==> src/pkg/fto_cfg.svh <==
`ifndef FTO_CFG_SVH
`define FTO_CFG_SVH
// Register indices, byte address is index times four
`define FTO_IDX_ACOUS   8'h62
`define FTO_IDX_LIM_R1  8'h6A
`define FTO_IDX_LIM_LOC 8'h6B
`define FTO_IDX_LIM_R2  8'h6C
`define FTO_IDX_HYST_A  8'h6D
`define FTO_IDX_HYST_B  8'h6E
`define FTO_IDX_STATUS  8'h70
// Reset values
`define FTO_RST_LIMIT   8'hA4
`define FTO_RST_HYST_A  8'h44
`define FTO_RST_HYST_B  8'h40
`define FTO_RST_ACOUS   8'h00
// Field positions
`define FTO_KEEP_LSB    5
`define FTO_HYST_HI     7
`define FTO_HYST_LO     4
`define FTO_STAT_FAN    4
// Duty codes
`define FTO_DUTY_FULL   8'hFF
`define FTO_DUTY_OFF    8'h00
// Bus answers
`define FTO_RESP_OKAY   2'h0
`define FTO_RESP_SLVERR 2'h2
`endif

==> src/pkg/fto_pkg.sv <==
package fto_pkg;
    // Temperature source of a fan
    typedef enum logic [1:0] {
        FTO_CH_REMOTE1,
        FTO_CH_LOCAL,
        FTO_CH_REMOTE2
    } fto_chan_t;

    // Per-fan inputs from the automatic loop
    typedef struct packed {
        logic [7:0] auto_duty;
        logic [7:0] fan_turn_on_temp;
        logic [7:0] minimum_duty;
        fto_chan_t  src;
    } fto_fan_t;
endpackage

==> src/core/fto_override.sv <==
// The AXI4-Lite register port was chosen for this implementation.
`include "fto_cfg.svh"
// Summary of operation
// - Any channel above its critical limit drives every fan at full duty.
// - One channel violating its limit alone suffices for the override.
// - Override holds until temperature drops below limit minus hysteresis.
// - Override cannot be masked; it beats all automatic settings.
// - Three 8-bit critical limits at consecutive offsets, reset 0xA4.
// - Each hysteresis field resets to 4 degrees.
// - Hysteresis fields are 4 bits in 1 degree steps.
// - Zero hysteresis removes hysteresis; software should avoid it.
// - First hysteresis register: remote 1 upper nibble, local lower.
// - Second hysteresis register: remote 2 in upper nibble.
// - One hysteresis per channel serves override release and fan off.
// - A running fan stays on until below turn-on minus hysteresis.
// - Bits 7:5 pick fans 3:1; zero means off below turn-on minus hyst.
// - A set bit drives that fan's minimum duty instead of off.
// - A keep-spinning fan ignores hysteresis below turn-on temperature.
// - Full duty is code 255 on each fan drive.
module fto_override (
    // Clock and reset
    input  wire logic                      mclk,
    input  wire logic                      rst_b,
    // AXI4-Lite slave
    input  wire logic [11:0]               s_axi_awaddr,
    input  wire logic                      s_axi_awvalid,
    output logic                           s_axi_awready,
    input  wire logic [31:0]               s_axi_wdata,
    input  wire logic [3:0]                s_axi_wstrb,
    input  wire logic                      s_axi_wvalid,
    output logic                           s_axi_wready,
    output logic [1:0]                     s_axi_bresp,
    output logic                           s_axi_bvalid,
    input  wire logic                      s_axi_bready,
    input  wire logic [11:0]               s_axi_araddr,
    input  wire logic                      s_axi_arvalid,
    output logic                           s_axi_arready,
    output logic [31:0]                    s_axi_rdata,
    output logic [1:0]                     s_axi_rresp,
    output logic                           s_axi_rvalid,
    input  wire logic                      s_axi_rready,
    // Measured temperatures: remote 1, local, remote 2
    input  wire logic [2:0][7:0]           chan_temp,
    // Automatic loop values per fan
    input  wire fto_pkg::fto_fan_t [2:0]   fan_cfg,
    // Fan drives and status
    output logic [7:0]                     fan_drive_1,
    output logic [7:0]                     fan_drive_2,
    output logic [7:0]                     fan_drive_3,
    output logic                           override_active
);

    ////////////////////////////////////////////////////////////////////
    // Register storage
    logic [2:0][7:0] limit_reg;
    logic [7:0]      acous_reg;
    logic [7:0]      hyst_a_reg;
    logic [3:0]      hyst_b_reg;
    logic [2:0]      ovr_reg;
    logic [2:0]      fan_on_reg;
    logic [2:0][7:0] drive_reg;
    logic [2:0][3:0] hyst;

    // Nibble mapping of the hysteresis fields
    assign hyst[0] = hyst_a_reg[`FTO_HYST_HI:`FTO_HYST_LO];
    assign hyst[1] = hyst_a_reg[3:0];
    assign hyst[2] = hyst_b_reg;

    ////////////////////////////////////////////////////////////////////
    // AXI write path: address and data caught independently
    logic        aw_full_reg;
    logic        w_full_reg;
    logic [11:0] aw_addr_reg;
    logic [7:0]  w_data_reg;
    logic        w_strb_reg;
    logic        bvalid_reg;
    logic [1:0]  bresp_reg;
    logic        do_wr;
    logic        wr_hit;
    logic [7:0]  wr_idx;

    assign s_axi_awready = !aw_full_reg;
    assign s_axi_wready  = !w_full_reg;
    assign s_axi_bvalid  = bvalid_reg;
    assign s_axi_bresp   = bresp_reg;
    assign do_wr  = aw_full_reg && w_full_reg && !bvalid_reg;
    assign wr_idx = aw_addr_reg[9:2];

    // Decode of a mapped index; upper address bits must be zero
    function automatic logic mapped(input logic [11:0] a);
        logic [7:0] i;
        i = a[9:2];
        mapped = (a[11:10] == 2'h0) &&
                 (i == `FTO_IDX_ACOUS || i == `FTO_IDX_LIM_R1 ||
                  i == `FTO_IDX_LIM_LOC || i == `FTO_IDX_LIM_R2 ||
                  i == `FTO_IDX_HYST_A || i == `FTO_IDX_HYST_B ||
                  i == `FTO_IDX_STATUS);
    endfunction

    assign wr_hit = mapped(aw_addr_reg) && (wr_idx != `FTO_IDX_STATUS);

    // Capture of address beat
    always_ff @(posedge mclk or negedge rst_b) begin
        if (!rst_b) begin
            aw_full_reg <= 1'b0;
            aw_addr_reg <= 12'h000;
        end else if (do_wr) begin
            aw_full_reg <= 1'b0;
        end else if (s_axi_awvalid && !aw_full_reg) begin
            aw_full_reg <= 1'b1;
            aw_addr_reg <= s_axi_awaddr;
        end
    end

    // Capture of data beat, only the low lane is kept
    always_ff @(posedge mclk or negedge rst_b) begin
        if (!rst_b) begin
            w_full_reg <= 1'b0;
            w_data_reg <= 8'h00;
            w_strb_reg <= 1'b0;
        end else if (do_wr) begin
            w_full_reg <= 1'b0;
        end else if (s_axi_wvalid && !w_full_reg) begin
            w_full_reg <= 1'b1;
            w_data_reg <= s_axi_wdata[7:0];
            w_strb_reg <= s_axi_wstrb[0];
        end
    end

    // Write response
    always_ff @(posedge mclk or negedge rst_b) begin
        if (!rst_b) begin
            bvalid_reg <= 1'b0;
            bresp_reg  <= `FTO_RESP_OKAY;
        end else if (do_wr) begin
            bvalid_reg <= 1'b1;
            bresp_reg  <= wr_hit ? `FTO_RESP_OKAY : `FTO_RESP_SLVERR;
        end else if (s_axi_bready) begin
            bvalid_reg <= 1'b0;
        end
    end

    ////////////////////////////////////////////////////////////////////
    // Configuration registers
    logic wr_en;
    assign wr_en = do_wr && wr_hit && w_strb_reg;

    // Critical limits, consecutive indices
    always_ff @(posedge mclk or negedge rst_b) begin
        if (!rst_b) begin
            limit_reg <= {3{`FTO_RST_LIMIT}};
        end else if (wr_en && wr_idx == `FTO_IDX_LIM_R1) begin
            limit_reg[0] <= w_data_reg;
        end else if (wr_en && wr_idx == `FTO_IDX_LIM_LOC) begin
            limit_reg[1] <= w_data_reg;
        end else if (wr_en && wr_idx == `FTO_IDX_LIM_R2) begin
            limit_reg[2] <= w_data_reg;
        end
    end

    // Hysteresis fields; zero is accepted as written
    always_ff @(posedge mclk or negedge rst_b) begin
        if (!rst_b) begin
            hyst_a_reg <= `FTO_RST_HYST_A;
            hyst_b_reg <= 4'(`FTO_RST_HYST_B >> `FTO_HYST_LO);
        end else if (wr_en && wr_idx == `FTO_IDX_HYST_A) begin
            hyst_a_reg <= w_data_reg;
        end else if (wr_en && wr_idx == `FTO_IDX_HYST_B) begin
            hyst_b_reg <= w_data_reg[`FTO_HYST_HI:`FTO_HYST_LO];
        end
    end

    // Acoustics register, all bits stored
    always_ff @(posedge mclk or negedge rst_b) begin
        if (!rst_b) begin
            acous_reg <= `FTO_RST_ACOUS;
        end else if (wr_en && wr_idx == `FTO_IDX_ACOUS) begin
            acous_reg <= w_data_reg;
        end
    end

    ////////////////////////////////////////////////////////////////////
    // AXI read path
    logic        rvalid_reg;
    logic [7:0]  rdata_reg;
    logic [1:0]  rresp_reg;
    logic [7:0]  rd_mux;
    logic [7:0]  rd_idx;

    assign s_axi_arready = !rvalid_reg;
    assign s_axi_rvalid  = rvalid_reg;
    assign s_axi_rdata   = {24'h000000, rdata_reg};
    assign s_axi_rresp   = rresp_reg;
    assign rd_idx        = s_axi_araddr[9:2];

    // Read mux; reserved nibble of second hysteresis reads zero
    always_comb begin
        rd_mux = 8'h00;
        case (rd_idx)
            `FTO_IDX_ACOUS:   rd_mux = acous_reg;
            `FTO_IDX_LIM_R1:  rd_mux = limit_reg[0];
            `FTO_IDX_LIM_LOC: rd_mux = limit_reg[1];
            `FTO_IDX_LIM_R2:  rd_mux = limit_reg[2];
            `FTO_IDX_HYST_A:  rd_mux = hyst_a_reg;
            `FTO_IDX_HYST_B:  rd_mux = {hyst_b_reg, 4'h0};
            `FTO_IDX_STATUS:  rd_mux = {1'b0, fan_on_reg, 1'b0, ovr_reg};
            default:          rd_mux = 8'h00;
        endcase
    end

    // Read answer held until rready
    always_ff @(posedge mclk or negedge rst_b) begin
        if (!rst_b) begin
            rvalid_reg <= 1'b0;
            rdata_reg  <= 8'h00;
            rresp_reg  <= `FTO_RESP_OKAY;
        end else if (s_axi_arvalid && !rvalid_reg) begin
            rvalid_reg <= 1'b1;
            rdata_reg  <= mapped(s_axi_araddr) ? rd_mux : 8'h00;
            rresp_reg  <= mapped(s_axi_araddr) ? `FTO_RESP_OKAY
                                               : `FTO_RESP_SLVERR;
        end else if (s_axi_rready) begin
            rvalid_reg <= 1'b0;
        end
    end

    ////////////////////////////////////////////////////////////////////
    // Per-channel override flags
    logic [2:0] ovr_set;
    logic [2:0] ovr_clr;

    genvar c;
    generate
        for (c = 0; c < 3; c++) begin : g_chan
            // Adding hyst to temp avoids an underflowing limit - hyst
            assign ovr_set[c] = chan_temp[c] > limit_reg[c];
            assign ovr_clr[c] = ({1'b0, chan_temp[c]} + {5'h00, hyst[c]})
                                < {1'b0, limit_reg[c]};

            // Set beats clear so no over-limit sample is lost
            always_ff @(posedge mclk or negedge rst_b) begin
                if (!rst_b) begin
                    ovr_reg[c] <= 1'b0;
                end else if (ovr_set[c]) begin
                    ovr_reg[c] <= 1'b1;
                end else if (ovr_clr[c]) begin
                    ovr_reg[c] <= 1'b0;
                end
            end

            AST_OVR_SET: assert property (@(posedge mclk) disable iff (!rst_b)
                ovr_set[c] |=> ovr_reg[c])
                else $error("channel over limit did not enter override");
            AST_OVR_HOLD: assert property (@(posedge mclk) disable iff (!rst_b)
                ovr_reg[c] && !ovr_clr[c] |=> ovr_reg[c])
                else $error("override released above limit minus hyst");
            AST_OVR_REL: assert property (@(posedge mclk) disable iff (!rst_b)
                ovr_reg[c] && ovr_clr[c] && !ovr_set[c] |=> !ovr_reg[c])
                else $error("override not released below threshold");
        end
    endgenerate

    assign override_active = |ovr_reg;

    ////////////////////////////////////////////////////////////////////
    // Per-fan on/off state and drive selection
    genvar f;
    generate
        for (f = 0; f < 3; f++) begin : g_fan
            logic [7:0] t;
            logic [3:0] h;
            logic       keep;
            logic       on_set;
            logic       on_clr;
            logic [7:0] drv_next;

            assign t = chan_temp[fan_cfg[f].src == fto_pkg::FTO_CH_REMOTE2 ? 2 :
                                 fan_cfg[f].src == fto_pkg::FTO_CH_LOCAL ? 1 : 0];
            assign h = hyst[fan_cfg[f].src == fto_pkg::FTO_CH_REMOTE2 ? 2 :
                            fan_cfg[f].src == fto_pkg::FTO_CH_LOCAL ? 1 : 0];
            assign keep   = acous_reg[`FTO_KEEP_LSB + f];
            assign on_set = t > fan_cfg[f].fan_turn_on_temp;
            assign on_clr = ({1'b0, t} + {5'h00, h})
                            < {1'b0, fan_cfg[f].fan_turn_on_temp};

            // Running state, set wins
            always_ff @(posedge mclk or negedge rst_b) begin
                if (!rst_b) begin
                    fan_on_reg[f] <= 1'b0;
                end else if (on_set) begin
                    fan_on_reg[f] <= 1'b1;
                end else if (on_clr) begin
                    fan_on_reg[f] <= 1'b0;
                end
            end

            // Override first, unconditionally, then keep or off
            always_comb begin
                drv_next = fan_cfg[f].auto_duty;
                if (|ovr_reg) begin
                    drv_next = `FTO_DUTY_FULL;
                end else if (keep) begin
                    // Hysteresis ignored: below turn-on use minimum
                    if (t < fan_cfg[f].fan_turn_on_temp) begin
                        drv_next = fan_cfg[f].minimum_duty;
                    end
                end else if (!fan_on_reg[f]) begin
                    drv_next = `FTO_DUTY_OFF;
                end
            end

            always_ff @(posedge mclk or negedge rst_b) begin
                if (!rst_b) begin
                    drive_reg[f] <= `FTO_DUTY_OFF;
                end else begin
                    drive_reg[f] <= drv_next;
                end
            end

            AST_FULL: assert property (@(posedge mclk) disable iff (!rst_b)
                |ovr_reg |=> drive_reg[f] == 8'hFF)
                else $error("override did not force full duty");
            AST_ANYCH: assert property (@(posedge mclk) disable iff (!rst_b)
                |ovr_set |-> ##2 drive_reg[f] == 8'hFF)
                else $error("single channel violation missed");
            AST_OFF: assert property (@(posedge mclk) disable iff (!rst_b)
                !(|ovr_reg) && !keep && !fan_on_reg[f] |=> drive_reg[f] == 8'h00)
                else $error("fan not off below turn-on minus hyst");
            AST_KEEP: assert property (@(posedge mclk) disable iff (!rst_b)
                !(|ovr_reg) && keep && t < fan_cfg[f].fan_turn_on_temp
                |=> drive_reg[f] == $past(fan_cfg[f].minimum_duty))
                else $error("keep-spinning fan not at minimum duty");
            AST_ON_HOLD: assert property (@(posedge mclk) disable iff (!rst_b)
                fan_on_reg[f] && !on_clr |=> fan_on_reg[f])
                else $error("fan turned off above turn-on minus hyst");
        end
    endgenerate

    assign fan_drive_1 = drive_reg[0];
    assign fan_drive_2 = drive_reg[1];
    assign fan_drive_3 = drive_reg[2];

    ////////////////////////////////////////////////////////////////////
    // Bus answer stability
    AST_BSTABLE: assert property (@(posedge mclk) disable iff (!rst_b)
        s_axi_bvalid && !s_axi_bready |=> s_axi_bvalid && $stable(s_axi_bresp))
        else $error("write response dropped before bready");
    AST_RSTABLE: assert property (@(posedge mclk) disable iff (!rst_b)
        s_axi_rvalid && !s_axi_rready |=> s_axi_rvalid && $stable(s_axi_rdata))
        else $error("read data changed before rready");

endmodule // fto_override

==> config.mk <==
export PLATFORM = sky130hd
export DESIGN_NAME = fto_override
export DESIGN_NICKNAME = d
export VERILOG_FILES = /design/src/pkg/fto_pkg.sv /design/src/core/fto_override.sv
export VERILOG_INCLUDE_DIRS = /design/src /design/src/pkg
export SDC_FILE = /design/constraint.sdc
export NUM_CORES = 1
export LEC_CHECK = 0
export BUFFER_PORTS_ARGS = -buffer_cell sky130_fd_sc_hd__buf_2
export CORE_ASPECT_RATIO = 0.7
export CORE_MARGIN = 3
export CORE_UTILIZATION = 55
export DETAILED_ROUTE_END_ITERATION = 10
export PLACE_DENSITY = 0.81
export SLEW_MARGIN = 5
export SYNTH_ARGS = -nofsm -noshare
export SYNTH_HDL_FRONTEND = slang
export SYNTH_SLANG_ARGS = --single-unit
==> constraint.sdc <==
create_clock -name mclk -period 4.28 [get_ports mclk]
set_clock_uncertainty 0.1 [all_clocks]
set_input_delay 0.214 -clock mclk [delete_from_list [all_inputs] [get_ports mclk]]
set_output_delay 0.214 -clock mclk [all_outputs]
set_load 0.02 [all_outputs]
==> results of run 1 <==
-- area by class of cell --
class                   instances  area share
clock buffers                   9      0.0209
clock inverters                 7     0.00732
inverters                      77      0.0268
multi-input cells             765       0.553
flip-flops and latches        107       0.250
well taps                     220      0.0256
repair buffers                215       0.116
-- power groups by stage --
| stage | logic [mW] | registers [mW] | clock network [mW] |
|---|---|---|---|
| 2_1_floorplan | 0.727 | 1.28 | 0 |
| 3_3_place_gp | 0.947 | 1.34 | 0 |
| 3_5_place_dp | 0.991 | 1.35 | 0 |
| 4_1_cts | 1.02 | 1.33 | 0.850 |
| 5_1_grt | 1.16 | 1.36 | 0.886 |
| 6_report | 1.03 | 1.34 | 0.834 |
-- routing by layer --
metal  part of all wire  up-vias
met1               0.42     3917
met4              0.024        0
met3               0.11       52
li1                   -     3923
met2               0.44      391
met5                  0        -
-- cells in the mapped netlist, drive strengths merged (26+ instances only) --
cell / count / area, um^2
nor2b: 32 / 200
buf: 38 / 250
o21ai: 55 / 275
mux2: 67 / 754
dfrtp: 95 / 2380
mux2i: 29 / 290
inv: 75 / 282
a21oi: 68 / 340
nor2: 37 / 139
ha: 114 / 1430
xnor2: 26 / 228
nand2: 72 / 275
-- logic make-up after synthesis --
kind of cell | Yosys count | share of synthesized area
adder cells (fa/ha/maj) | 121 | 0.169
buffers and inverters | 140 | 0.0691
XOR/XNOR | 38 | 0.0362
AND/OR/NAND/NOR | 225 | 0.132
other | 1 | 0.000408
AO/OA/AOI/OAI | 259 | 0.186
flip-flops | 107 | 0.293
multiplexers | 96 | 0.114
-- repair_timing --
item | in CTS | in global routing
hold buffers | 32 | 0
setup buffers | 0 | 0
endpoints found under the hold margin | 79 | 0
-- worst register-to-register path, stage by stage (launching register included) --
cell and delay (ns):
dfrtp_1 0.53, nor2b_1 0.21, a211oi_1 0.25, a21oi_1 0.10, ha_1 0.22, inv_1 0.07
fa_1 0.20, inv_1 0.05, a21o_1 0.15, a21oi_1 0.29, nor2_1 0.10, xor2_1 0.15
ha_1 0.29, a21o_1 0.16, a21oi_1 0.14, o31ai_1 0.10, a21oi_1 0.18, o21ai_0 0.10
-- metrics by stage --
stage	cells	utilization
after floorplan	1012	-
after global placement	1352	0.637
after detailed placement	1352	0.637
after CTS	1400	0.676
after global routing	1400	0.676
final	1400	0.676
-- how the worst max path moves through the flow --
stage	startpoint	endpoint
2_1_floorplan	fan_cfg[52]	fan_drive_3[4]
3_3_place_gp	fan_cfg[26]	fan_on_reg[1]
3_5_place_dp	fan_cfg[26]	fan_on_reg[1]
4_1_cts	hyst_a_reg[4]	fan_on_reg[0]
5_1_grt	hyst_a_reg[4]	fan_on_reg[1]
6_report	hyst_a_reg[4]	fan_on_reg[0]
==> results.json, run 1 <==
{
  "crit_slowest_cell": "dfrtp_1",
  "grt_use_met1": 0.379,
  "regToRegEndpoint": "fan_on_reg[0]",
  "avgSynthCellArea_um2": 9.30,
  "power_mw": 3.21,
  "synth.cell_area_um2": 9180,
  "critical_path_depth": 17,
  "drive_gt1_frac": 0.254,
  "mostFrequentLayoutCell": "buf_2",
  "hold_depth": 3,
  "tightest_slew_ns": 0.909,
  "insertedDiodeCount": 0,
  "largest_register_ffs": 24,
  "pre_cts_ws_ns": 0.625,
  "die_y_um": 114,
  "max_stage_delay_ns": 0.53,
  "initialDrtViolationCount": 834,
  "yosysUniqueCellTypes": 69,
  "gr-total-overflow": 0,
  "fin_tns_setup_ns": 0,
  "cts_tree": "yes",
  "min_period_ns": 3.50,
  "synth_warnings": 0,
  "clock.fmax_mhz": 285,
  "cp_max_fo": 9,
  "slew_viol_final": 0,
  "dr.pass1.iters": 6,
  "r2r_cells": 17,
  "crit_family": "compound AO/OA/AOI/OAI gates",
  "seq_area_frac_synth": 0.293,
  "clk_latency_ns": 0.35,
  "die_x_um": 160,
  "use_met3": 0.0752,
  "io_pins": 235,
  "sw_frac_of_total": 0.368,
  "drc": 0,
  "seq_power_share": 0.419,
  "wl_per_cell_um": 18.4,
  "area_growth_pct": 17.2,
  "grt_pass1_vias": 8129,
  "status": "finished, final reports clean",
  "hold_violations": 0,
  "holdPathEnd": "fan_drive_1[1]",
  "hold_start": "fan_cfg[19]",
  "arrival_ns": 3.63,
  "worstReg2RegStart": "hyst_a_reg[4]",
  "p_per_area_nw_per_um2": 298,
  "hp-class": "input port to flip-flop",
  "final_cell_mix": "buf_2 (176), ha_1 (114), dfrtp_1 (95), inv_1 (75), nand2_1 (70)",
  "vias": 8283,
  "p_int_mw": 2.03,
  "drt_wl_total_um": 25800,
  "synthCells": 987,
  "clock-root-buffer": "clkbuf_16",
  "cts_inserted_buffers": 9,
  "path_clk_slew_ns": 0.08,
  "fin_crit_sh": 0.819,
  "fin_area_um2": 10800,
  "ant_nets": 0,
  "nFillCells": 1261,
  "cp_cell_sequence": "nor2b_1 > a211oi_1 > a21oi_1 > ha_1 > inv_1 > fa_1 > inv_1 > a21o_1 > a21oi_1 > nor2_1 > xor2_1 > ha_1 > a21o_1 > a21oi_1 > o31ai_1 > a21oi_1 > o21ai_0",
  "rsz0062_at_grt": "false",
  "antenna_found_initial": 1,
  "grt_pass1_wl_um": 41100,
  "async_reset_ff_frac": 1.00,
  "whs_ns": 0.0157,
  "required_ns": 4.41,
  "worstSetupPathType": "flip-flop to flip-flop",
  "finalSetupViolations": 0,
  "fin_ws_ns": 0.775,
  "initial_core_util": 0.577,
  "gp_congestion": 0.974,
  "synthFlopType": "dfrtp_1",
  "irDropWorstVdd_uv": 287,
  "cp-start-kind": "flip-flop",
  "cp-end-kind": "flip-flop",
  "grt_max_degree": 60,
  "p_sw_mw": 1.18,
  "synth_seq_cells": 107,
  "core_area_um2": 15900,
  "power_frac_clock": 0.260,
  "cap_violations": 0,
  "clockBufferDepth": 2,
  "relSlewSlack": 0.393,
  "use_met2": 0.441,
  "port_buffers": 177,
  "critPathBufInv": 2,
  "cts_resized": 0,
  "busiest_layer": "met2",
  "multi_input_area_um2": 5950,
  "viasPerCell": 5.92,
  "p_leak_nw": 5.00,
  "clock_sinks": 107,
  "cts_max_level": 3,
  "crit_top_cell": "a21oi_1",
  "p_comb_frac": 0.321,
  "nets": 1464,
  "r2r_setup_slack_ns": 0.78,
  "register_area_um2": 2690,
  "synth_edf_count": 0,
  "dpl.hpwl_um": 19900,
  "placementRows": 38,
  "grt.total_usage": 0.278,
  "placed_cell_area_um2": 10100,
  "dieArea_um2": 18300
}
(Power assumes the default switching activity.)
==> run 2, diff against run 1 <==
--- a/config.mk
+++ b/config.mk
@@ -6,12 +6,13 @@
 export SDC_FILE = /design/constraint.sdc
 export NUM_CORES = 1
 export LEC_CHECK = 0
+export ABC_AREA = 1
 export BUFFER_PORTS_ARGS = -buffer_cell sky130_fd_sc_hd__buf_2
 export CORE_ASPECT_RATIO = 0.7
 export CORE_MARGIN = 3
-export CORE_UTILIZATION = 55
+export CORE_UTILIZATION = 50
 export DETAILED_ROUTE_END_ITERATION = 10
-export PLACE_DENSITY = 0.81
+export PLACE_DENSITY = 0.77
 export SLEW_MARGIN = 5
 export SYNTH_ARGS = -nofsm -noshare
 export SYNTH_HDL_FRONTEND = slang
==> constraint.sdc (replaced) <==
create_clock -name mclk -period 2.8 [get_ports mclk]
set_clock_uncertainty 0.1 [all_clocks]
set_input_delay 0.14 -clock mclk [delete_from_list [all_inputs] [get_ports mclk]]
set_output_delay 0.14 -clock mclk [all_outputs]
set_load 0.02 [all_outputs]
==> run 2 against run 1 <==
  * The run now ends with setup timing left
  * Die area increased by 15%
  * Fmax increased by 20%
  * Combinational power increased by 65%
  * Count of clock-buffer cells in the layout unchanged
  * Global-route usage increased by 1.0 points
  * Sequential share of layout area decreased by 3.5 points
  * Power increased by 58%
  * Sequential power increased by 48%
  * Flip-flop and latch count unchanged
  * Utilization increased by 0.12 points
  * Hold slack got worse by 0.013 ns
  * Worst setup slack got worse by 0.90 ns
  * Critical path type unchanged
  * Largest cell class unchanged
  * Largest power group unchanged
  * Highest routed layer unchanged
==> results.json, run 2 <==
{
  "placed_cell_area_um2": 11400,
  "r2r_setup_slack_ns": -0.12,
  "p_comb_frac": 0.335,
  "required_ns": 2.96,
  "port_buffers": 177,
  "cp-end-kind": "flip-flop",
  "largest_register_ffs": 24,
  "clockBufferDepth": 2,
  "fin_ws_ns": -0.120,
  "die_y_um": 122,
  "path_clk_slew_ns": 0.09,
  "cp-start-kind": "flip-flop",
  "irDropWorstVdd_uv": 599,
  "hold_violations": 0,
  "relSlewSlack": 0.415,
  "grt_pass1_wl_um": 48300,
  "synth_seq_cells": 107,
  "rsz0062_at_grt": "true",
  "grt_pass1_vias": 9838,
  "cts_tree": "yes",
  "synth_edf_count": 0,
  "crit_slowest_cell": "dfrtp_1",
  "fin_crit_sh": 1.04,
  "p_int_mw": 3.08,
  "seq_area_frac_synth": 0.278,
  "synthCells": 1416,
  "vias": 10500,
  "area_growth_pct": 29.4,
  "synth_most_common_cell": "nand2_1",
  "status": "finished, violations left",
  "gr-total-overflow": 0,
  "drive_gt1_frac": 0.222,
  "core_area_um2": 18500,
  "async_reset_ff_frac": 1.00,
  "seq_power_share": 0.390,
  "clk_latency_ns": 0.38,
  "wl_per_cell_um": 15.6,
  "hp-class": "input port to flip-flop",
  "yosysTopAreaCell": "dfrtp_1",
  "synth.cell_area_um2": 9690,
  "sw_frac_of_total": 0.394,
  "p_sw_mw": 2.00,
  "nFillCells": 1560,
  "io_pins": 235,
  "p_leak_nw": 6.79,
  "gp_congestion": 0.955,
  "clock-root-buffer": "clkbuf_16",
  "fin_tns_setup_ns": -0.329,
  "cp_cell_sequence": "inv_2 > a21oi_2 > o21ai_1 > o21ai_1 > ha_2 > inv_2 > fa_2 > nor2_1 > nor2_1 > nor2_1 > inv_1 > nand2_1 > inv_1 > ha_4 > nand2_2 > inv_1 > nand2_1 > nand3_1 > nand2_1 > nand3_1 > nand2_1 > nand3_1 > nand2_1 > nand2_1",
  "multi_input_area_um2": 6080,
  "clock.fmax_mhz": 342,
  "cp_max_fo": 2,
  "worstSetupPathType": "flip-flop to flip-flop",
  "crit_top_cell": "nand2_1",
  "synthFlopType": "dfrtp_1",
  "antenna_found_initial": 0,
  "finalSetupViolations": 4,
  "tightest_slew_ns": 0.870,
  "drt_wl_total_um": 31100,
  "slew_viol_final": 0,
  "die_x_um": 172,
  "yosysUniqueCellTypes": 36,
  "dr.pass1.iters": 5,
  "cts_max_level": 3,
  "utilization": 0.677,
  "register_area_um2": 2700,
  "max_stage_delay_ns": 0.39,
  "mostFrequentLayoutCell": "nand2_1",
  "p_per_area_nw_per_um2": 405,
  "min_period_ns": 2.92,
  "yosys-top-cells-area": "dfrtp_1 (25%), nand2_1 (16%), ha_1 (15%)",
  "viasPerCell": 5.25,
  "grt_max_degree": 64,
  "power_mw": 5.07,
  "clock_sinks": 107,
  "grt.total_usage": 0.289,
  "violations": "setup timing",
  "fin_area_um2": 12500,
  "dpl.hpwl_um": 23800,
  "drc": 0,
  "pre_cts_ws_ns": -0.269,
  "arrival_ns": 3.08,
  "ant_nets": 0,
  "synth_warnings": 0,
  "initialDrtViolationCount": 912,
  "avgSynthCellArea_um2": 6.84,
  "initial_core_util": 0.523,
  "cts_inserted_buffers": 9,
  "nets": 2022,
  "placementRows": 41,
  "dieArea_um2": 21100,
  "synth_top_area_share": 0.245,
  "final_cell_mix": "nand2_1 (395), inv_1 (252), buf_2 (176), nand3_1 (140), ha_1 (103)",
  "power_frac_clock": 0.275,
  "ys_top_cells_by_count": "nand2_1 (404), inv_1 (256), nand3_1 (144)",
  "cap_violations": 0
}
[run 2: logic make-up (layout without fill, tap and decap cells)]
| group | after synthesis | count (layout) | synth area share |
|---|---|---|---|
| simple gates | 654 | 654 | 0.285 |
| mux | 13 | 13 | 0.0151 |
| buf+inv | 303 | 600 | 0.129 |
| flops | 107 | 107 | 0.278 |
| compound gates | 185 | 185 | 0.104 |
| xor+xnor | 33 | 33 | 0.0298 |
| other cells | 1 | 27 | 0.000387 |
| fa+ha+maj | 120 | 120 | 0.160 |
[run 2: area by class of cell]
| class | count | area share |
|---|---|---|
| Antenna cell | 1 | 0.000200 |
| Clock buffer | 9 | 0.0180 |
| Clock inverter | 7 | 0.00788 |
| Inverter | 262 | 0.0789 |
| Multi-Input combinational cell | 1031 | 0.485 |
| Sequential cell | 107 | 0.215 |
| Tap cell | 258 | 0.0257 |
| Timing Repair Buffer | 322 | 0.170 |
[run 2: what timing repair did]
item,CTS,global route
buffers inserted,5,8
hold buffers,52,0
endpoints found under the hold margin,87,0
endpoints found under the setup margin,4,11
pin swaps,20,23
gates resized for setup,22,43
[run 2: path summary, 6_finish.rpt]
check | cells after the start | to | startpoint
setup / recovery | 24 | fan_on_reg[0] | hyst_a_reg[4]
hold / removal | 5 | fan_drive_2[3] | fan_cfg[31]
setup reg to reg | 24 | fan_on_reg[0] | hyst_a_reg[4]
hold reg to reg | 2 | limit_reg[23] | limit_reg[23]
max in group asynchronous | 3 | limit_reg[18] | rst_b
min in group asynchronous | 2 | fan_on_reg[2] | rst_b
[run 2: critical path: cells and delay by family (launching register included)]
family / cells / cell delay, ns
AND/OR/NAND/NOR: 13 / 1.02
adder cells (fa/ha/maj): 3 / 0.76
AO/OA/AOI/OAI: 3 / 0.29
flip-flops: 1 / 0.39
buffers and inverters: 5 / 0.25
[run 2: power groups by stage]
stage                     combinational (mW)  clock, mW  sequential, mW
final                                   1.70       1.40            1.98
after global routing                    1.91       1.48            1.99
after CTS                               1.64       1.41            1.96
after detailed placement                1.55          0            1.99
after global placement                  1.49          0            1.99
after floorplan                         1.04          0            1.89
[run 2: through the flow]
step | std cells | hold WS, ns
after floorplan | 1441 | -0.256
after global placement | 1915 | 0.102
final | 1997 | 0.00313
after global routing | 1996 | 0.0206
after CTS | 1988 | 0.00113
after detailed placement | 1915 | 0.102
[run 2: routing by layer]
layer | track usage | part of all wire | vias to the layer above
li1 | - | - | 5118
met1 | 0.392 | 0.44 | 4788
met2 | 0.468 | 0.45 | 491
met3 | 0.0538 | 0.079 | 81
met4 | 0.0922 | 0.031 | 0
met5 | 0 | 0 | -
==> run 3, diff against run 2 <==
--- a/config.mk
+++ b/config.mk
@@ -12,7 +12,7 @@
 export CORE_MARGIN = 3
 export CORE_UTILIZATION = 50
 export DETAILED_ROUTE_END_ITERATION = 10
-export PLACE_DENSITY = 0.77
+export PLACE_DENSITY = 0.89
 export SLEW_MARGIN = 5
 export SYNTH_ARGS = -nofsm -noshare
 export SYNTH_HDL_FRONTEND = slang
==> run 3 against run 2 <==
  * The run still ends with setup timing left
  * Hold slack improved by 0.013 ns
  * Cell area decreased by 0.74%
  * Utilization is 0.50 points lower
  * Via count rose by 2.2%
  * Critical path depth down 5
  * Critical endpoint is now fan_on_reg[1]
  * Largest cell class unchanged
==> results.json, run 3 (same netlist as run 2, synthesis figures left out) <==
{
  "dieArea_um2": 21100,
  "status": "finished, violations left",
  "irDropWorstVdd_uv": 515,
  "grt_pass1_vias": 10600,
  "viasPerCell": 5.38,
  "largest_register_ffs": 24,
  "gr-total-overflow": 0,
  "nets": 2014,
  "cts_max_level": 3,
  "clock-root-buffer": "clkbuf_16",
  "vias": 10700,
  "dr.pass1.iters": 7,
  "ant_nets": 0,
  "clock.fmax_mhz": 345,
  "slew_viol_final": 0,
  "relSlewSlack": 0.422,
  "hold_violations": 0,
  "finalSetupViolations": 4,
  "worstSetupPathType": "flip-flop to flip-flop",
  "grt_max_degree": 31,
  "path_clk_slew_ns": 0.08,
  "drive_gt1_frac": 0.226,
  "drt_wl_total_um": 31700,
  "fin_crit_sh": 1.04,
  "clock_sinks": 107,
  "placementRows": 41,
  "wl_per_cell_um": 15.9,
  "required_ns": 2.93,
  "area_growth_pct": 28.5,
  "gp_congestion": 0.994,
  "clockBufferDepth": 2,
  "violations": "setup timing",
  "io_pins": 235,
  "cts_tree": "yes",
  "cp_max_fo": 4,
  "cp-end-kind": "flip-flop",
  "utilization": 0.672,
  "hp-class": "input port to flip-flop",
  "drc": 0,
  "initialDrtViolationCount": 977,
  "grt_pass1_wl_um": 49900,
  "p_per_area_nw_per_um2": 400,
  "grt.total_usage": 0.294,
  "cp-start-kind": "flip-flop",
  "rsz0062_at_grt": "true",
  "arrival_ns": 3.03,
  "p_leak_nw": 6.74,
  "dpl.hpwl_um": 24000,
  "initial_core_util": 0.523,
  "die_x_um": 172,
  "antenna_found_initial": 3,
  "power_mw": 4.98,
  "core_area_um2": 18500,
  "min_period_ns": 2.90,
  "cap_violations": 0,
  "fin_ws_ns": -0.0998,
  "tightest_slew_ns": 0.860,
  "cts_inserted_buffers": 9,
  "whs_ns": 0.0165,
  "die_y_um": 122,
  "mostFrequentLayoutCell": "nand2_1",
  "clk_latency_ns": 0.36,
  "final_cell_mix": "nand2_1 (397), inv_1 (248), buf_2 (176), nand3_1 (140), ha_1 (101)",
  "port_buffers": 177
}
run 3: changes by cell type in the layout (fill, tap and decap cells not counted), sizes merged:
cell         previous run  this run
clkbuf                  9        10
clkinvlp                0         2
dlygate4sd3            52        47
inv                   262       259
buf                   270       267
run 3: worst paths after layout:
path,start,cells past startpoint,endpoint,slack [ns]
min in group asynchronous,rst_b,2,fan_on_reg[2],0.17
worst max register to register,hyst_a_reg[0],19,fan_on_reg[1],-0.1
max in group asynchronous,rst_b,3,limit_reg[18],1.66
worst min register to register,limit_reg[23],2,limit_reg[23],0.37
worst min-delay path,fan_cfg[5],5,fan_drive_1[3],0.02
worst max-delay path,hyst_a_reg[0],19,fan_on_reg[1],-0.1
run 3: through the flow:
step / cell area (um^2) / TNS (ns) / setup slack (ns) / std cells
finish: 12400 / -0.219 / -0.0998 / 1989
global route: 12400 / -0.871 / -0.273 / 1989
CTS: 12200 / -0.00293 / -0.00293 / 1981
detailed placement: 11300 / -0.738 / -0.294 / 1912
global placement: 11300 / -0.374 / -0.149 / 1912
floorplan: 9800 / 0 / 0.0147 / 1441
run 3: report_power, final:
group | switching (mW) | internal [mW]
Sequential | 0.280 | 1.72
Combinational | 1.03 | 0.695
Clock | 0.631 | 0.624
run 3: critical path, cell delays in order (launching register included):
cell      delay, ns
dfrtp_2        0.42
buf_6          0.11
nand2_2        0.04
o211ai_1       0.12
ha_2           0.23
inv_2          0.04
fa_2           0.37
o21ai_2        0.18
buf_4          0.14
nand3_2        0.08
xor2_1         0.16
ha_1           0.31
nand2_1        0.09
inv_1          0.04
nand2_1        0.06
nand2_1        0.06
nand2_1        0.07
nand3_1        0.06
nand2_1        0.05
nand2_1        0.04
run 3: cell type report:
type | instances | area (um^2)
multi-input combinational | 1031 | 6100
fill | 1504 | 6070
sequential | 107 | 2700
timing repair buffer | 314 | 2050
inverter | 262 | 992
tap | 258 | 323
clock buffer | 10 | 229
clock inverter | 6 | 60.1
antenna | 1 | 2.50
run 3: per-layer routing:
layer / vias to the layer above / wire length [um] / global-route usage
li1: 5103 / - / -
met1: 4941 / 12700 / 0.373
met2: 551 / 14900 / 0.503
met3: 109 / 2960 / 0.0570
met4: 4 / 1120 / 0.105
met5: - / 27 / 0
run 3: what timing repair did:
item,in CTS,in global routing
pin swaps,17,36
buffers inserted,6,8
resized for setup,19,57
setup endpoints to repair,4,6
endpoints found under the hold margin,73,0
hold buffers,47,0
